File: src/design/cprot_pkg.sv
// Shared constants and helpers for the channel protection and PWM block.
package cprot_pkg;

  // ************************************************************
  // Geometry and register map
  // ************************************************************
  localparam int unsigned CH_N   = 8;
  localparam int unsigned REG_AW = 4;
  localparam int unsigned REG_DW = 8;

  localparam logic [3:0] ADDR_OUT     = 4'h0;
  localparam logic [3:0] ADDR_RETRY   = 4'h1;
  localparam logic [3:0] ADDR_PAIR    = 4'h2;
  localparam logic [3:0] ADDR_OCL     = 4'h3;
  localparam logic [3:0] ADDR_ERR     = 4'h4;
  localparam logic [3:0] ADDR_TRIM    = 4'h5;
  localparam logic [3:0] ADDR_DUTY0   = 4'h6;
  localparam logic [3:0] ADDR_DIV0    = 4'h7;
  localparam logic [3:0] ADDR_DUTY1   = 4'h8;
  localparam logic [3:0] ADDR_DIV1    = 4'h9;
  localparam logic [3:0] ADDR_PWM_EN  = 4'ha;
  localparam logic [3:0] ADDR_PWM_MAP = 4'hb;
  localparam logic [3:0] ADDR_STATE   = 4'hc;
  localparam logic [3:0] ADDR_LATCH   = 4'hd;

  localparam logic [3:0] TRIM_RST = 4'h8;
  localparam logic [7:0] DUTY_RST = 8'h00;
  localparam logic [1:0] DIV_RST  = 2'h0;

  // ************************************************************
  // Divider codes and timing
  // ************************************************************
  localparam logic [1:0] DIV_1024 = 2'h0;
  localparam logic [1:0] DIV_512  = 2'h1;
  localparam logic [1:0] DIV_256  = 2'h2;
  localparam logic [1:0] DIV_FULL = 2'h3;

  localparam int unsigned CLK_MHZ            = 100;
  localparam int unsigned INRUSH_TMO_MS      = 40;
  localparam int unsigned INRUSH_TMO_CYC     = INRUSH_TMO_MS * 1000 * CLK_MHZ;
  localparam int unsigned INRUSH_RESTART_US  = 200;
  localparam int unsigned INRUSH_RESTART_CYC = INRUSH_RESTART_US * CLK_MHZ;

  // Phase increment of the base oscillator for each trim code.
  function automatic logic [15:0] trim_inc(input logic [3:0] code);
    case (code)
      4'h1:    return 16'h0a0c;
      4'h2:    return 16'h0ae5;
      4'h3:    return 16'h0bb2;
      4'h4:    return 16'h0ca4;
      4'h5:    return 16'h0d85;
      4'h6:    return 16'h0e42;
      4'h7:    return 16'h0f12;
      4'h9:    return 16'h10b0;
      4'ha:    return 16'h116d;
      4'hb:    return 16'h123d;
      4'hc:    return 16'h131f;
      4'hd:    return 16'h1419;
      4'he:    return 16'h152f;
      4'hf:    return 16'h1666;
      default: return 16'h1000;
    endcase
  endfunction

  // Pair sync bit that links a channel to its partner.
  function automatic logic [1:0] pair_idx(input logic [2:0] ch);
    return {ch[2], ch[0]};
  endfunction

  function automatic logic [2:0] partner(input logic [2:0] ch);
    return ch ^ 3'h2;
  endfunction

endpackage

File: src/design/cprot_ctrl.sv
// Channel protection, inrush retry, pair sync and PWM control top.
// Contract
// - Two independent PWM generators, own settings.
// - Four-bit trim code sets base frequency.
// - Overload latches channel off until host clear.
// - Retry mode restarts latched channel after delay.
// - Restart counter starts when channel switches on.
// - Commanded switch-off clears the retry enable, except in a cycle that writes the retry register.
// - Retry mode flags errors without latching off.
// - Timer clears retry enable after forty ms.
// - Retry mode selectable per channel.
// - Synced pair partner also switches off.
// - Sync bits pair 0-2, 1-3, 4-6, 5-7.
// - Sync affects only protection shut-off.
// - Inverse current holds channel on/off state.
// - Inverse current: error only if on and hot.
// - No protection on channel under inverse current.
// - Channels 2,3 pick behaviour from potentials.
// - New duty applies from the next period.
// - Duty is eight bits, max 255/256.
// - Divider 1024, 512, 256, or full on.
// - Any channel maps to either generator.
//
// Strobed register access and the register addresses are this design's own decisions.
module cprot_ctrl #(
  parameter int unsigned TMO_CYC     = cprot_pkg::INRUSH_TMO_CYC,
  parameter int unsigned RESTART_CYC = cprot_pkg::INRUSH_RESTART_CYC
) (
  input  wire logic       clk_sys,
  input  wire logic       sys_rst,
  input  wire logic [3:0] reg_addr,
  input  wire logic [7:0] reg_wdata,
  input  wire logic       reg_wr,
  input  wire logic       reg_rd,
  output logic      [7:0] reg_rdata,
  input  wire logic [7:0] ovl_det,
  input  wire logic [7:0] ot_det,
  input  wire logic [7:0] inv_det,
  input  wire logic [1:0] ovl_hs_det,
  input  wire logic [1:0] hs_sense,
  input  wire logic [7:0] in_pin,
  output logic      [7:0] ch_on
);

  localparam int unsigned TW = $clog2(TMO_CYC + 1);
  localparam int unsigned RW = $clog2(RESTART_CYC + 1);
  localparam logic [TW-1:0] TMO_LAST = TW'(TMO_CYC - 1);
  localparam logic [RW-1:0] RST_LAST = RW'(RESTART_CYC - 1);

  // ************************************************************
  // Pin synchronisers
  // ************************************************************
  logic [35:0] sync1_q, sync2_q;
  logic [7:0]  ovl_s, ot_s, inv_s, in_s;
  logic [1:0]  ovl_hs_s, hs_s;

  always_ff @(posedge clk_sys) begin
    if (sys_rst) begin
      sync1_q <= 36'h0;
      sync2_q <= 36'h0;
    end else begin
      sync1_q <= {hs_sense, ovl_hs_det, in_pin, inv_det, ot_det, ovl_det};
      sync2_q <= sync1_q;
    end
  end

  assign {hs_s, ovl_hs_s, in_s, inv_s, ot_s, ovl_s} = sync2_q;

  // ************************************************************
  // Software registers
  // ************************************************************
  logic [7:0]      out_cmd_q, out_cmd_d, pwm_en_q, pwm_en_d, map_q, map_d;
  logic [3:0]      pair_q, pair_d, trim_q, trim_d;
  logic [1:0][7:0] duty_q, duty_d;
  logic [1:0][1:0] div_q, div_d;
  logic [7:0]      rdata_q, rdata_d, ocl_wr;
  logic            retry_wr;

  // State of each channel, declared here for the read path.
  logic [7:0] on_q, latch_q, auto_q, err_q, retry_q;

  always_comb begin
    out_cmd_d = out_cmd_q;
    pwm_en_d  = pwm_en_q;
    map_d     = map_q;
    pair_d    = pair_q;
    trim_d    = trim_q;
    duty_d    = duty_q;
    div_d     = div_q;
    ocl_wr    = 8'h00;
    retry_wr  = 1'b0;
    rdata_d   = 8'h00;
    if (reg_wr) begin
      unique case (reg_addr)
        cprot_pkg::ADDR_OUT:     out_cmd_d = reg_wdata;
        cprot_pkg::ADDR_RETRY:   retry_wr = 1'b1;
        cprot_pkg::ADDR_PAIR:    pair_d = reg_wdata[3:0];
        cprot_pkg::ADDR_OCL:     ocl_wr = reg_wdata;
        cprot_pkg::ADDR_TRIM:    trim_d = reg_wdata[3:0];
        cprot_pkg::ADDR_DUTY0:   duty_d[0] = reg_wdata;
        cprot_pkg::ADDR_DIV0:    div_d[0] = reg_wdata[1:0];
        cprot_pkg::ADDR_DUTY1:   duty_d[1] = reg_wdata;
        cprot_pkg::ADDR_DIV1:    div_d[1] = reg_wdata[1:0];
        cprot_pkg::ADDR_PWM_EN:  pwm_en_d = reg_wdata;
        cprot_pkg::ADDR_PWM_MAP: map_d = reg_wdata;
        default:                 ;
      endcase
    end
    if (reg_rd) begin
      unique case (reg_addr)
        cprot_pkg::ADDR_OUT:     rdata_d = out_cmd_q;
        cprot_pkg::ADDR_RETRY:   rdata_d = retry_q;
        cprot_pkg::ADDR_PAIR:    rdata_d = {4'h0, pair_q};
        cprot_pkg::ADDR_ERR:     rdata_d = err_q;
        cprot_pkg::ADDR_TRIM:    rdata_d = {4'h0, trim_q};
        cprot_pkg::ADDR_DUTY0:   rdata_d = duty_q[0];
        cprot_pkg::ADDR_DIV0:    rdata_d = {6'h00, div_q[0]};
        cprot_pkg::ADDR_DUTY1:   rdata_d = duty_q[1];
        cprot_pkg::ADDR_DIV1:    rdata_d = {6'h00, div_q[1]};
        cprot_pkg::ADDR_PWM_EN:  rdata_d = pwm_en_q;
        cprot_pkg::ADDR_PWM_MAP: rdata_d = map_q;
        cprot_pkg::ADDR_STATE:   rdata_d = on_q;
        cprot_pkg::ADDR_LATCH:   rdata_d = latch_q | auto_q;
        default:                 rdata_d = 8'h00;
      endcase
    end
  end

  always_ff @(posedge clk_sys) begin
    if (sys_rst) begin
      out_cmd_q <= 8'h00;
      pwm_en_q  <= 8'h00;
      map_q     <= 8'h00;
      pair_q    <= 4'h0;
      trim_q    <= cprot_pkg::TRIM_RST;
      duty_q    <= {2{cprot_pkg::DUTY_RST}};
      div_q     <= {2{cprot_pkg::DIV_RST}};
      rdata_q   <= 8'h00;
    end else begin
      out_cmd_q <= out_cmd_d;
      pwm_en_q  <= pwm_en_d;
      map_q     <= map_d;
      pair_q    <= pair_d;
      trim_q    <= trim_d;
      duty_q    <= duty_d;
      div_q     <= div_d;
      rdata_q   <= rdata_d;
    end
  end

  assign reg_rdata = rdata_q;

  // ************************************************************
  // Trimmed base oscillator and PWM generators
  // ************************************************************
  logic [15:0] acc_q, acc_d;
  logic        tick_q, tick_d;
  logic [1:0]  pwm_lvl;

  always_comb begin
    {tick_d, acc_d} = {1'b0, acc_q} + {1'b0, cprot_pkg::trim_inc(trim_q)};
  end

  always_ff @(posedge clk_sys) begin
    if (sys_rst) begin
      acc_q  <= 16'h0000;
      tick_q <= 1'b0;
    end else begin
      acc_q  <= acc_d;
      tick_q <= tick_d;
    end
  end

  for (genvar g = 0; g < 2; g++) begin : g_pwm
    cprot_pwm_gen u_pwm (
      .clk_sys   (clk_sys),
      .sys_rst   (sys_rst),
      .base_tick (tick_q),
      .duty      (duty_q[g]),
      .div_sel   (div_q[g]),
      .pwm_q     (pwm_lvl[g])
    );
  end

  // ************************************************************
  // Channel protection and inrush retry
  // ************************************************************
  logic [7:0]          on_d, latch_d, auto_d, err_d, retry_d, cmd_q, cmd_d;
  logic [7:0]          ovl_eff, fault, kill, off_evt, on_evt, restart, tmo_hit;
  logic [7:0][TW-1:0]  tmo_q, tmo_d;
  logic [7:0][RW-1:0]  rc_q, rc_d;

  always_comb begin
    ovl_eff    = ovl_s;
    ovl_eff[2] = hs_s[0] ? ovl_hs_s[0] : ovl_s[2];
    ovl_eff[3] = hs_s[1] ? ovl_hs_s[1] : ovl_s[3];
    for (int i = 0; i < 8; i++) begin
      cmd_d[i] = out_cmd_q[i] | in_s[i] | (pwm_en_q[i] & pwm_lvl[map_q[i]]);
      fault[i] = on_q[i] & (ovl_eff[i] | ot_s[i]) & ~inv_s[i];
    end
    for (int i = 0; i < 8; i++) begin
      kill[i] = fault[i] | (pair_q[cprot_pkg::pair_idx(3'(i))]
                & fault[cprot_pkg::partner(3'(i))] & ~inv_s[i]);
      off_evt[i] = cmd_q[i] & ~cmd_d[i];
      on_evt[i]  = ~cmd_q[i] & cmd_d[i];
      tmo_hit[i] = retry_q[i] & (tmo_q[i] == TMO_LAST);
      restart[i] = auto_q[i] & retry_q[i] & (rc_q[i] == RST_LAST);
      retry_d[i] = retry_q[i] & ~off_evt[i] & ~tmo_hit[i];
      if (retry_wr) begin
        retry_d[i] = reg_wdata[i];
      end
      tmo_d[i] = (retry_q[i] && !retry_wr) ? tmo_q[i] + TW'(1) : '0;
      if (on_evt[i] || restart[i]) begin
        rc_d[i] = '0;
      end else if (cmd_q[i] && rc_q[i] != RST_LAST) begin
        rc_d[i] = rc_q[i] + RW'(1);
      end else begin
        rc_d[i] = rc_q[i];
      end
      auto_d[i]  = retry_q[i] & ~off_evt[i] & ((auto_q[i] & ~restart[i]) | kill[i]);
      latch_d[i] = (latch_q[i] & ~ocl_wr[i]) | (kill[i] & ~retry_q[i])
                   | (auto_q[i] & ~retry_q[i]);
      err_d[i]   = (err_q[i] & ~ocl_wr[i]) | kill[i]
                   | (inv_s[i] & on_q[i] & ot_s[i]);
      on_d[i]    = inv_s[i] ? on_q[i]
                   : cmd_d[i] & ~latch_d[i] & ~auto_d[i];
    end
  end

  always_ff @(posedge clk_sys) begin
    if (sys_rst) begin
      on_q    <= 8'h00;
      latch_q <= 8'h00;
      auto_q  <= 8'h00;
      err_q   <= 8'h00;
      retry_q <= 8'h00;
      cmd_q   <= 8'h00;
      tmo_q   <= '0;
      rc_q    <= '0;
    end else begin
      on_q    <= on_d;
      latch_q <= latch_d;
      auto_q  <= auto_d;
      err_q   <= err_d;
      retry_q <= retry_d;
      cmd_q   <= cmd_d;
      tmo_q   <= tmo_d;
      rc_q    <= rc_d;
    end
  end

  assign ch_on = on_q;

  for (genvar c = 0; c < 8; c++) begin : g_chk
    localparam logic [2:0] PC = cprot_pkg::partner(3'(c));
    localparam logic [1:0] PB = cprot_pkg::pair_idx(3'(c));

  end
endmodule // cprot_ctrl

File: src/design/cprot_pwm_gen.sv
// One PWM generator running on ticks of the trimmed base oscillator.
module cprot_pwm_gen (
  input  wire logic       clk_sys,
  input  wire logic       sys_rst,
  input  wire logic       base_tick,
  input  wire logic [7:0] duty,
  input  wire logic [1:0] div_sel,
  output logic            pwm_q
);

  logic [9:0] cnt_q, cnt_d;
  logic [7:0] duty_q, duty_d;
  logic [1:0] div_q, div_d;
  logic       pwm_d;
  logic       last;

  function automatic logic level(input logic [9:0] c, input logic [7:0] d,
                                 input logic [1:0] v);
    case (v)
      cprot_pkg::DIV_1024: return c[9:2] < d;
      cprot_pkg::DIV_512:  return c[8:1] < d;
      cprot_pkg::DIV_256:  return c[7:0] < d;
      default:             return 1'b1;
    endcase
  endfunction

  // ************************************************************
  // Period counter with settings taken only at a period boundary
  // ************************************************************
  always_comb begin
    case (div_q)
      cprot_pkg::DIV_1024: last = cnt_q == 10'h3ff;
      cprot_pkg::DIV_512:  last = cnt_q[8:0] == 9'h1ff;
      default:             last = cnt_q[7:0] == 8'hff;
    endcase
    cnt_d  = cnt_q;
    duty_d = duty_q;
    div_d  = div_q;
    if (base_tick) begin
      if (last) begin
        cnt_d  = 10'h000;
        duty_d = duty;
        div_d  = div_sel;
      end else begin
        cnt_d = cnt_q + 10'h001;
      end
    end
    pwm_d = level(cnt_d, duty_d, div_d);
  end

  always_ff @(posedge clk_sys) begin
    if (sys_rst) begin
      cnt_q  <= 10'h000;
      duty_q <= cprot_pkg::DUTY_RST;
      div_q  <= cprot_pkg::DIV_RST;
      pwm_q  <= 1'b0;
    end else begin
      cnt_q  <= cnt_d;
      duty_q <= duty_d;
      div_q  <= div_d;
      pwm_q  <= pwm_d;
    end
  end

endmodule // cprot_pwm_gen

File: config.mk
export PLATFORM = sky130hd
export DESIGN_NAME = cprot_ctrl
export DESIGN_NICKNAME = d
export VERILOG_FILES = /design/src/design/cprot_pkg.sv /design/src/design/cprot_ctrl.sv /design/src/design/cprot_pwm_gen.sv
export SDC_FILE = /design/constraint.sdc
export NUM_CORES = 1
export LEC_CHECK = 0
export ABC_AREA = 1
export BUFFER_PORTS_ARGS = -buffer_cell sky130_fd_sc_hd__buf_2
export CAP_MARGIN = 30
export CORE_MARGIN = 2
export CORE_UTILIZATION = 30
export CTS_BUF_LIST = sky130_fd_sc_hd__clkbuf_4
export CTS_CLUSTER_DIAMETER = 30
export DETAILED_ROUTE_END_ITERATION = 16
export PLACE_DENSITY_LB_ADDON = 0.3
export SYNTH_ARGS = -nofsm -noshare
export SYNTH_HDL_FRONTEND = slang
export SYNTH_SLANG_ARGS = --single-unit
File: constraint.sdc
create_clock -name clk_sys -period 8.5 [get_ports clk_sys]
set_clock_uncertainty 0.2 [all_clocks]
set_input_delay 1.7 -clock clk_sys [delete_from_list [all_inputs] [get_ports clk_sys]]
set_output_delay 1.7 -clock clk_sys [all_outputs]
set_load 0.005 [all_outputs]
=== Word level (Yosys, flattened, before mapping) ===
Memory sizes are Yosys's and may differ from the RTL's. A register that Yosys moved wholly into a read port is not among the register bits.
Cells that the tools add are included.
Widths: inputs -> output; s select.

* Add/sub/neg operators: 19
* Order comparisons: 14
* Equality and inequality tests: 49
* Multiplexer cells: 49
* Bitwise operators: 338
* Reductions and logical operators: 56

{| class="wikitable"
|+ Operators by type and width
! kind !! count
|-
| $add 22x1->22 const B || 8
|-
| $and 1x1->1 || 176
|-
| $eq 22x22->1 const B || 8
|-
| $add 15x1->15 const B || 8
|-
| $eq 15x15->1 const B || 8
|-
| $ne 15x15->1 const B || 8
|-
| $pmux 8 s13 || 1
|-
| $not 1->1 || 89
|-
| $or 1x1->1 || 72
|-
| $lt 8x8->1 || 6
|-
| $mux 8 || 6
|-
| $mux 10 || 4
|-
| $reduce_or 2->1 || 17
|-
| $mux 1 || 28
|-
| $eq 4x4->1 const B || 6
|-
| $add 10x1->10 const B || 2
|-
| $eq 10x10->1 const B || 2
|-
| $eq 9x9->1 const B || 2
|-
| $reduce_and 2->1 || 9
|-
| $add 16x16->17 || 1
|-
| $eq 4x3->1 const B || 4
|-
| $eq 8x8->1 const B || 2
|-
| $logic_and 1x1->1 || 16
|-
| $lt 1x2->1 const B || 8
|-
| other kinds (13) || 34
|}

* Register bits: 535
* Memory bits (read-only): 208
* Output and inout bits: 16
* Logic and storage cells: 577
* Memories: 1

{| class="wikitable"
|+ Memory list
! name !! depth !! width !! read ports !! clocked after memory_dff !! wr ports !! RTL line !! text
|-
| (name not given) || 16 || 13 || 1 || 1 || 0 || cprot_pkg.sv:46 || <nowiki>case (code)</nowiki>
|}

=== Longest topological paths before layout ===
* Depth in word-level cells: 13
* Depth in mapped cells: 21

=== Hierarchy ===
From an unflattened synthesis, not the netlist that was laid out.

* Cells, all modules: 4,119
* Area, all modules: 27,766.6 µm²

{| class="wikitable"
|+ By module, submodules not included
! module !! times used !! cells an instance !! area an instance (µm²)
|-
| cprot_ctrl || 1 || 3,637 || 24,633.6
|-
| cprot_pwm_gen (g_pwm[1].u_pwm) || 1 || 240 || 1,571.5
|-
| cprot_pwm_gen (g_pwm[0].u_pwm) || 1 || 242 || 1,561.5
|}

=== Worst setup path after synthesis ===
OpenSTA, ideal clock, no wires.

* Kind: input to register
* Start: input port reg_wr
* End: register (tool-made name)
* Setup time: 0.128 ns
* Arrival time: 3.311 ns
* Setup slack: 4.860 ns
* Cell stages on the path: 13
* Path through: clkbuf_1 > inv_1 > nor2_4 > inv_1 > nand2_1 > o21ai_1 > nor2_1 > inv_1 > ha_1 > inv_1 > o21ai_0 > nand2_1 > o211ai_1

{| class="wikitable"
|+ RTL lines
! item !! RTL line !! text
|-
| start: declaration || cprot_ctrl.sv:33 || <nowiki>input wire logic reg_wr,</nowiki>
|}

=== Worst setup path in the final report ===
* Start: register g_pwm[1].u_pwm.cnt_q[1]
* End: register g_pwm[1].u_pwm.pwm_q

* Word-level cells in the longest chain between the ends: 6
* Elaborated cells on any way between the ends: 18
* Those cells by class: add/sub: 1; order compare: 3; eq/ne: 5; mux: 8; reduce/logical: 1

{| class="wikitable"
|+ RTL lines
! item !! RTL line !! text
|-
| start: declaration || cprot_pwm_gen.sv:11 || <nowiki>logic [9:0] cnt_q, cnt_d;</nowiki>
|-
| start signal: assignment || cprot_pwm_gen.sv:58 || <nowiki>cnt_q <= cnt_d;</nowiki>
|-
| parallel branches: the longest is 5 deep, another holds $add 10x1->10 || - ||
|-
| $pmux 1 s3 (*) || cprot_pwm_gen.sv:19 || <nowiki>case (v)</nowiki>
|-
| end signal: assignment || cprot_pwm_gen.sv:61 || <nowiki>pwm_q <= pwm_d;</nowiki>
|-
| end: declaration || cprot_pwm_gen.sv:8 || <nowiki>output logic pwm_q</nowiki>
|}

Mark *: on every way between the ends.
A chain may end at the register's enable or synchronous reset.

==> out/qor.txt <==
Status: finished clean
Combinational Power Share: 3.2%
Hold Crit Class: register to register
Clock transition at path regs: 0.06 ns
Register share of total power: 49.9%
EDFF count, synth: 0
Clk Latency, worst-skew pair: 0.99 ns
Leading cell type in the layout, fill and taps excluded: nand2_1
Post-synthesis sequential area ratio: 43.3%
Number of buffers created by CTS: 160
Vias in the first global route: 21,600
Sw Pwr: 1.31 mW
Setup TNS: 0 ns
Crit Reg-Reg Startpoint: g_pwm[1].u_pwm.cnt_q[1]
Yosys Warn Count: 0
DR pass1 iterations: 5
Yosys top cell area share: 43.3%
Post-Syn Instances: 3,496
Cell area after layout: 0.0289 mm^2
Cell Area, Placed: 0.0269 mm^2
Clk pwr share: 46.9%
Number of cell rows: 106
Pint: 3.95 mW
# port buffers: 67
Final setup violation count: 0
Gpl congestion: 0.844
Maxcap violations: 0
Top post-synthesis cells by area: dfxtp_1, nand2_1, inv_1
Avg WL per Cell: 13.1 um
P&R area growth vs syn: 14.1%
Total power: 5.26 mW
Fraction of the cycle the final worst path needs: 43.2%
Clock sinks: 548
Layout cells sized above 1: 11.8%
Total die area: 0.0868 mm^2
Hold Crit Depth: 2
Ys async rst share: 0%
Crit path setup slack, layout: 4.83 ns
Syn Std Cell Area: 0.0253 mm^2
Actual slew at the worst max-slew pin: 1.01 ns
P_leak: 10.9 nW
CTS root buf: clkbuf_4
Crit path DAT: 4.41 ns
Placed cell count: 4,643
Gr ovfl total: 0
Post-CTS Resized: 0
Power Dens Cells: 182 mW/mm^2
Htree depth: 4
Pre-CTS setup slack: 4.07 ns
Reg2reg path depth: 17
Vias per cell: 4.65
CP required: 9.24 ns
Most frequent cells in the layout: nand2_1, dfxtp_1, inv_1
Ports: 68
Synth area leader: dfxtp_1
Post-CTS setup buffers: 0
Top achievable clock speed: 272 MHz
Largest net degree at the start of global routing: 80
Unique masters post-synth: 63
Initial antenna violation count: 8
Slew headroom: 32.3%
Clock buffer depth: 3
Hold Vio Cnt, Final: 0
CTS tree: built
Startpoint Class: register
Die H: 295 um
Via count: 22,900
Sw Ratio: 24.9%
Final worst path period need: 3.67 ns
Layout net count: 3,791
Crit path from: g_pwm[1].u_pwm.cnt_q[1]
Dpl hpwl: 46,300 um
WS Path Type: register to register
Core area: 0.0837 mm^2
Die width: 295 um
Reg-to-reg setup timing slack: 4.83 ns
Ys flop type: dfxtp_1
Slew Viols, Final: 0
Hold_sp: sync1_q[28]
FF+latch count, synth: 548
Starting DRC count in detailed routing: 1,260
Crit. End Element: register
RSZ-0062 raised after global routing: false
Syn_area_per_cell: 7.25 um^2
CP max FO: 23
FF-to-FF End: g_pwm[1].u_pwm.pwm_q
DR DRC count: 0
Antenna-violating nets left: 0
WL final: 64,400 um
Initial Util: 30.3%
Peak supply drop: 0.0796 mV
Filler cells: 9,143
Post-Layout Cell Count: 4,925
Hold-fix buffer count after cts: 0
Post-Syn Nets: 3,616
Tot GR Track Use: 15.0%
First-pass GRT wire length: 106,000 um
Worst Setup EP: g_pwm[1].u_pwm.pwm_q
==> critical path, cell delays in order, from the launching register on <==
cell and delay, ns:
dfxtp_1 0.36, ha_1 0.19, inv_1 0.06, nor4_1 0.30, ha_1 0.20, nand3_1 0.09
nand2_2 0.12, nand2_2 0.18, inv_1 0.58, o21ai_0 0.34, ha_1 0.37, a21oi_1 0.15
nor2_1 0.05, a211oi_1 0.20, nand2_1 0.11, nand2_1 0.07, nand2_1 0.05, nand2_1 0.06
==> per-stage QoR <==
step / utilization [%] / hold slack, ns
CTS: 34.5 / 0.201
global placement: 32.1 / 0.190
floorplan: - / 0.188
detailed placement: 32.1 / 0.194
global route: 34.5 / 0.221
finish: 34.5 / 0.201
==> cells by family (layout without fill, tap and decap cells) <==
group / after synthesis / in the layout / share of synthesized area (%)
buffers and inverters: 601 / 889 / 9.08
adder cells (fa/ha/maj): 68 / 68 / 3.39
AO/OA/AOI/OAI: 608 / 608 / 13.5
other: 0 / 7 / 0
flip-flops: 548 / 548 / 43.3
XOR/XNOR: 48 / 48 / 1.66
AND/OR/NAND/NOR: 1621 / 1621 / 29.0
multiplexers: 2 / 2 / 0.0790
==> per-layer routing <==
layer / vias to the layer above / wire length [um] / track usage [%]
met5: - / 79 / 0
met4: 12 / 1760 / 6.26
met3: 148 / 3760 / 3.86
met2: 496 / 27900 / 23.6
met1: 10300 / 31000 / 19.5
li1: 11900 / - / -
==> state kept, by name (all words and copies together) (netlist names), 16 cells and up, named ones only <==
| register | cells |
|---|---|
| duty_q | 16 |
| acc_q | 16 |
| g_pwm.u_pwm.cnt_q | 20 |
| rc_q | 120 |
| tmo_q | 176 |
| g_pwm.u_pwm.duty_q | 16 |
| sync2_q | 36 |
| sync1_q | 36 |
==> synth_stat cells, types with 4 or more instances <==
master       n
nor2_2      30
buf_2       15
or2_2       20
nor3b_1     26
o21bai_1     5
clkbuf_1    38
a21oi_1    274
a221oi_1     7
dfxtp_1    548
nand3b_1     7
a211oi_1    36
inv_1      519
a22oi_1      4
nand2_1    596
xnor2_1     14
nor3_2      15
xor2_1      34
nor3_1     143
inv_2       16
nand4_1     76
nor2_4       7
and3_1       6
nand3_2      7
nor2_1     454
o211ai_1    12
a31oi_1     12
buf_1        7
o22ai_1     15
nor4_1      37
o21ai_1     12
o2111ai_1    8
ha_1        67
nand2_2     12
nand3_1    172
o21a_1      25
o21ai_0    174
==> layout make-up <==
| cell class | instances | area [um^2] | share of cell area, % |
|---|---|---|---|
| clock buffers | 221 | 1660 | 5.74 |
| inverters | 538 | 2020 | 6.99 |
| multi-input cells | 2347 | 12100 | 41.7 |
| repair buffers | 76 | 409 | 1.42 |
| flip-flops and latches | 548 | 11000 | 37.9 |
| diodes | 7 | 17.5 | 0.0606 |
| clock inverters | 54 | 350 | 1.21 |
| well taps | 1134 | 1420 | 4.91 |
==> power by group through the flow <==
| stage | Clock, mW | Sequential, mW | Combinational (mW) |
|---|---|---|---|
| 6_report | 2.47 | 2.62 | 0.170 |
| 2_1_floorplan | 0 | 2.67 | 0.108 |
| 4_1_cts | 2.57 | 2.62 | 0.171 |
| 3_5_place_dp | 0 | 2.68 | 0.170 |
| 5_1_grt | 2.72 | 2.62 | 0.191 |
| 3_3_place_gp | 0 | 2.68 | 0.170 |
==> worst min-delay path by stage <==
stage,endpoint,slack (ns)
floorplan,sync2_q[0],0.19
global placement,sync2_q[13],0.19
detailed placement,sync2_q[13],0.19
CTS,sync2_q[13],0.20
global route,sync2_q[32],0.22
finish,sync2_q[28],0.20
Power figures use the tool's default switching activity.
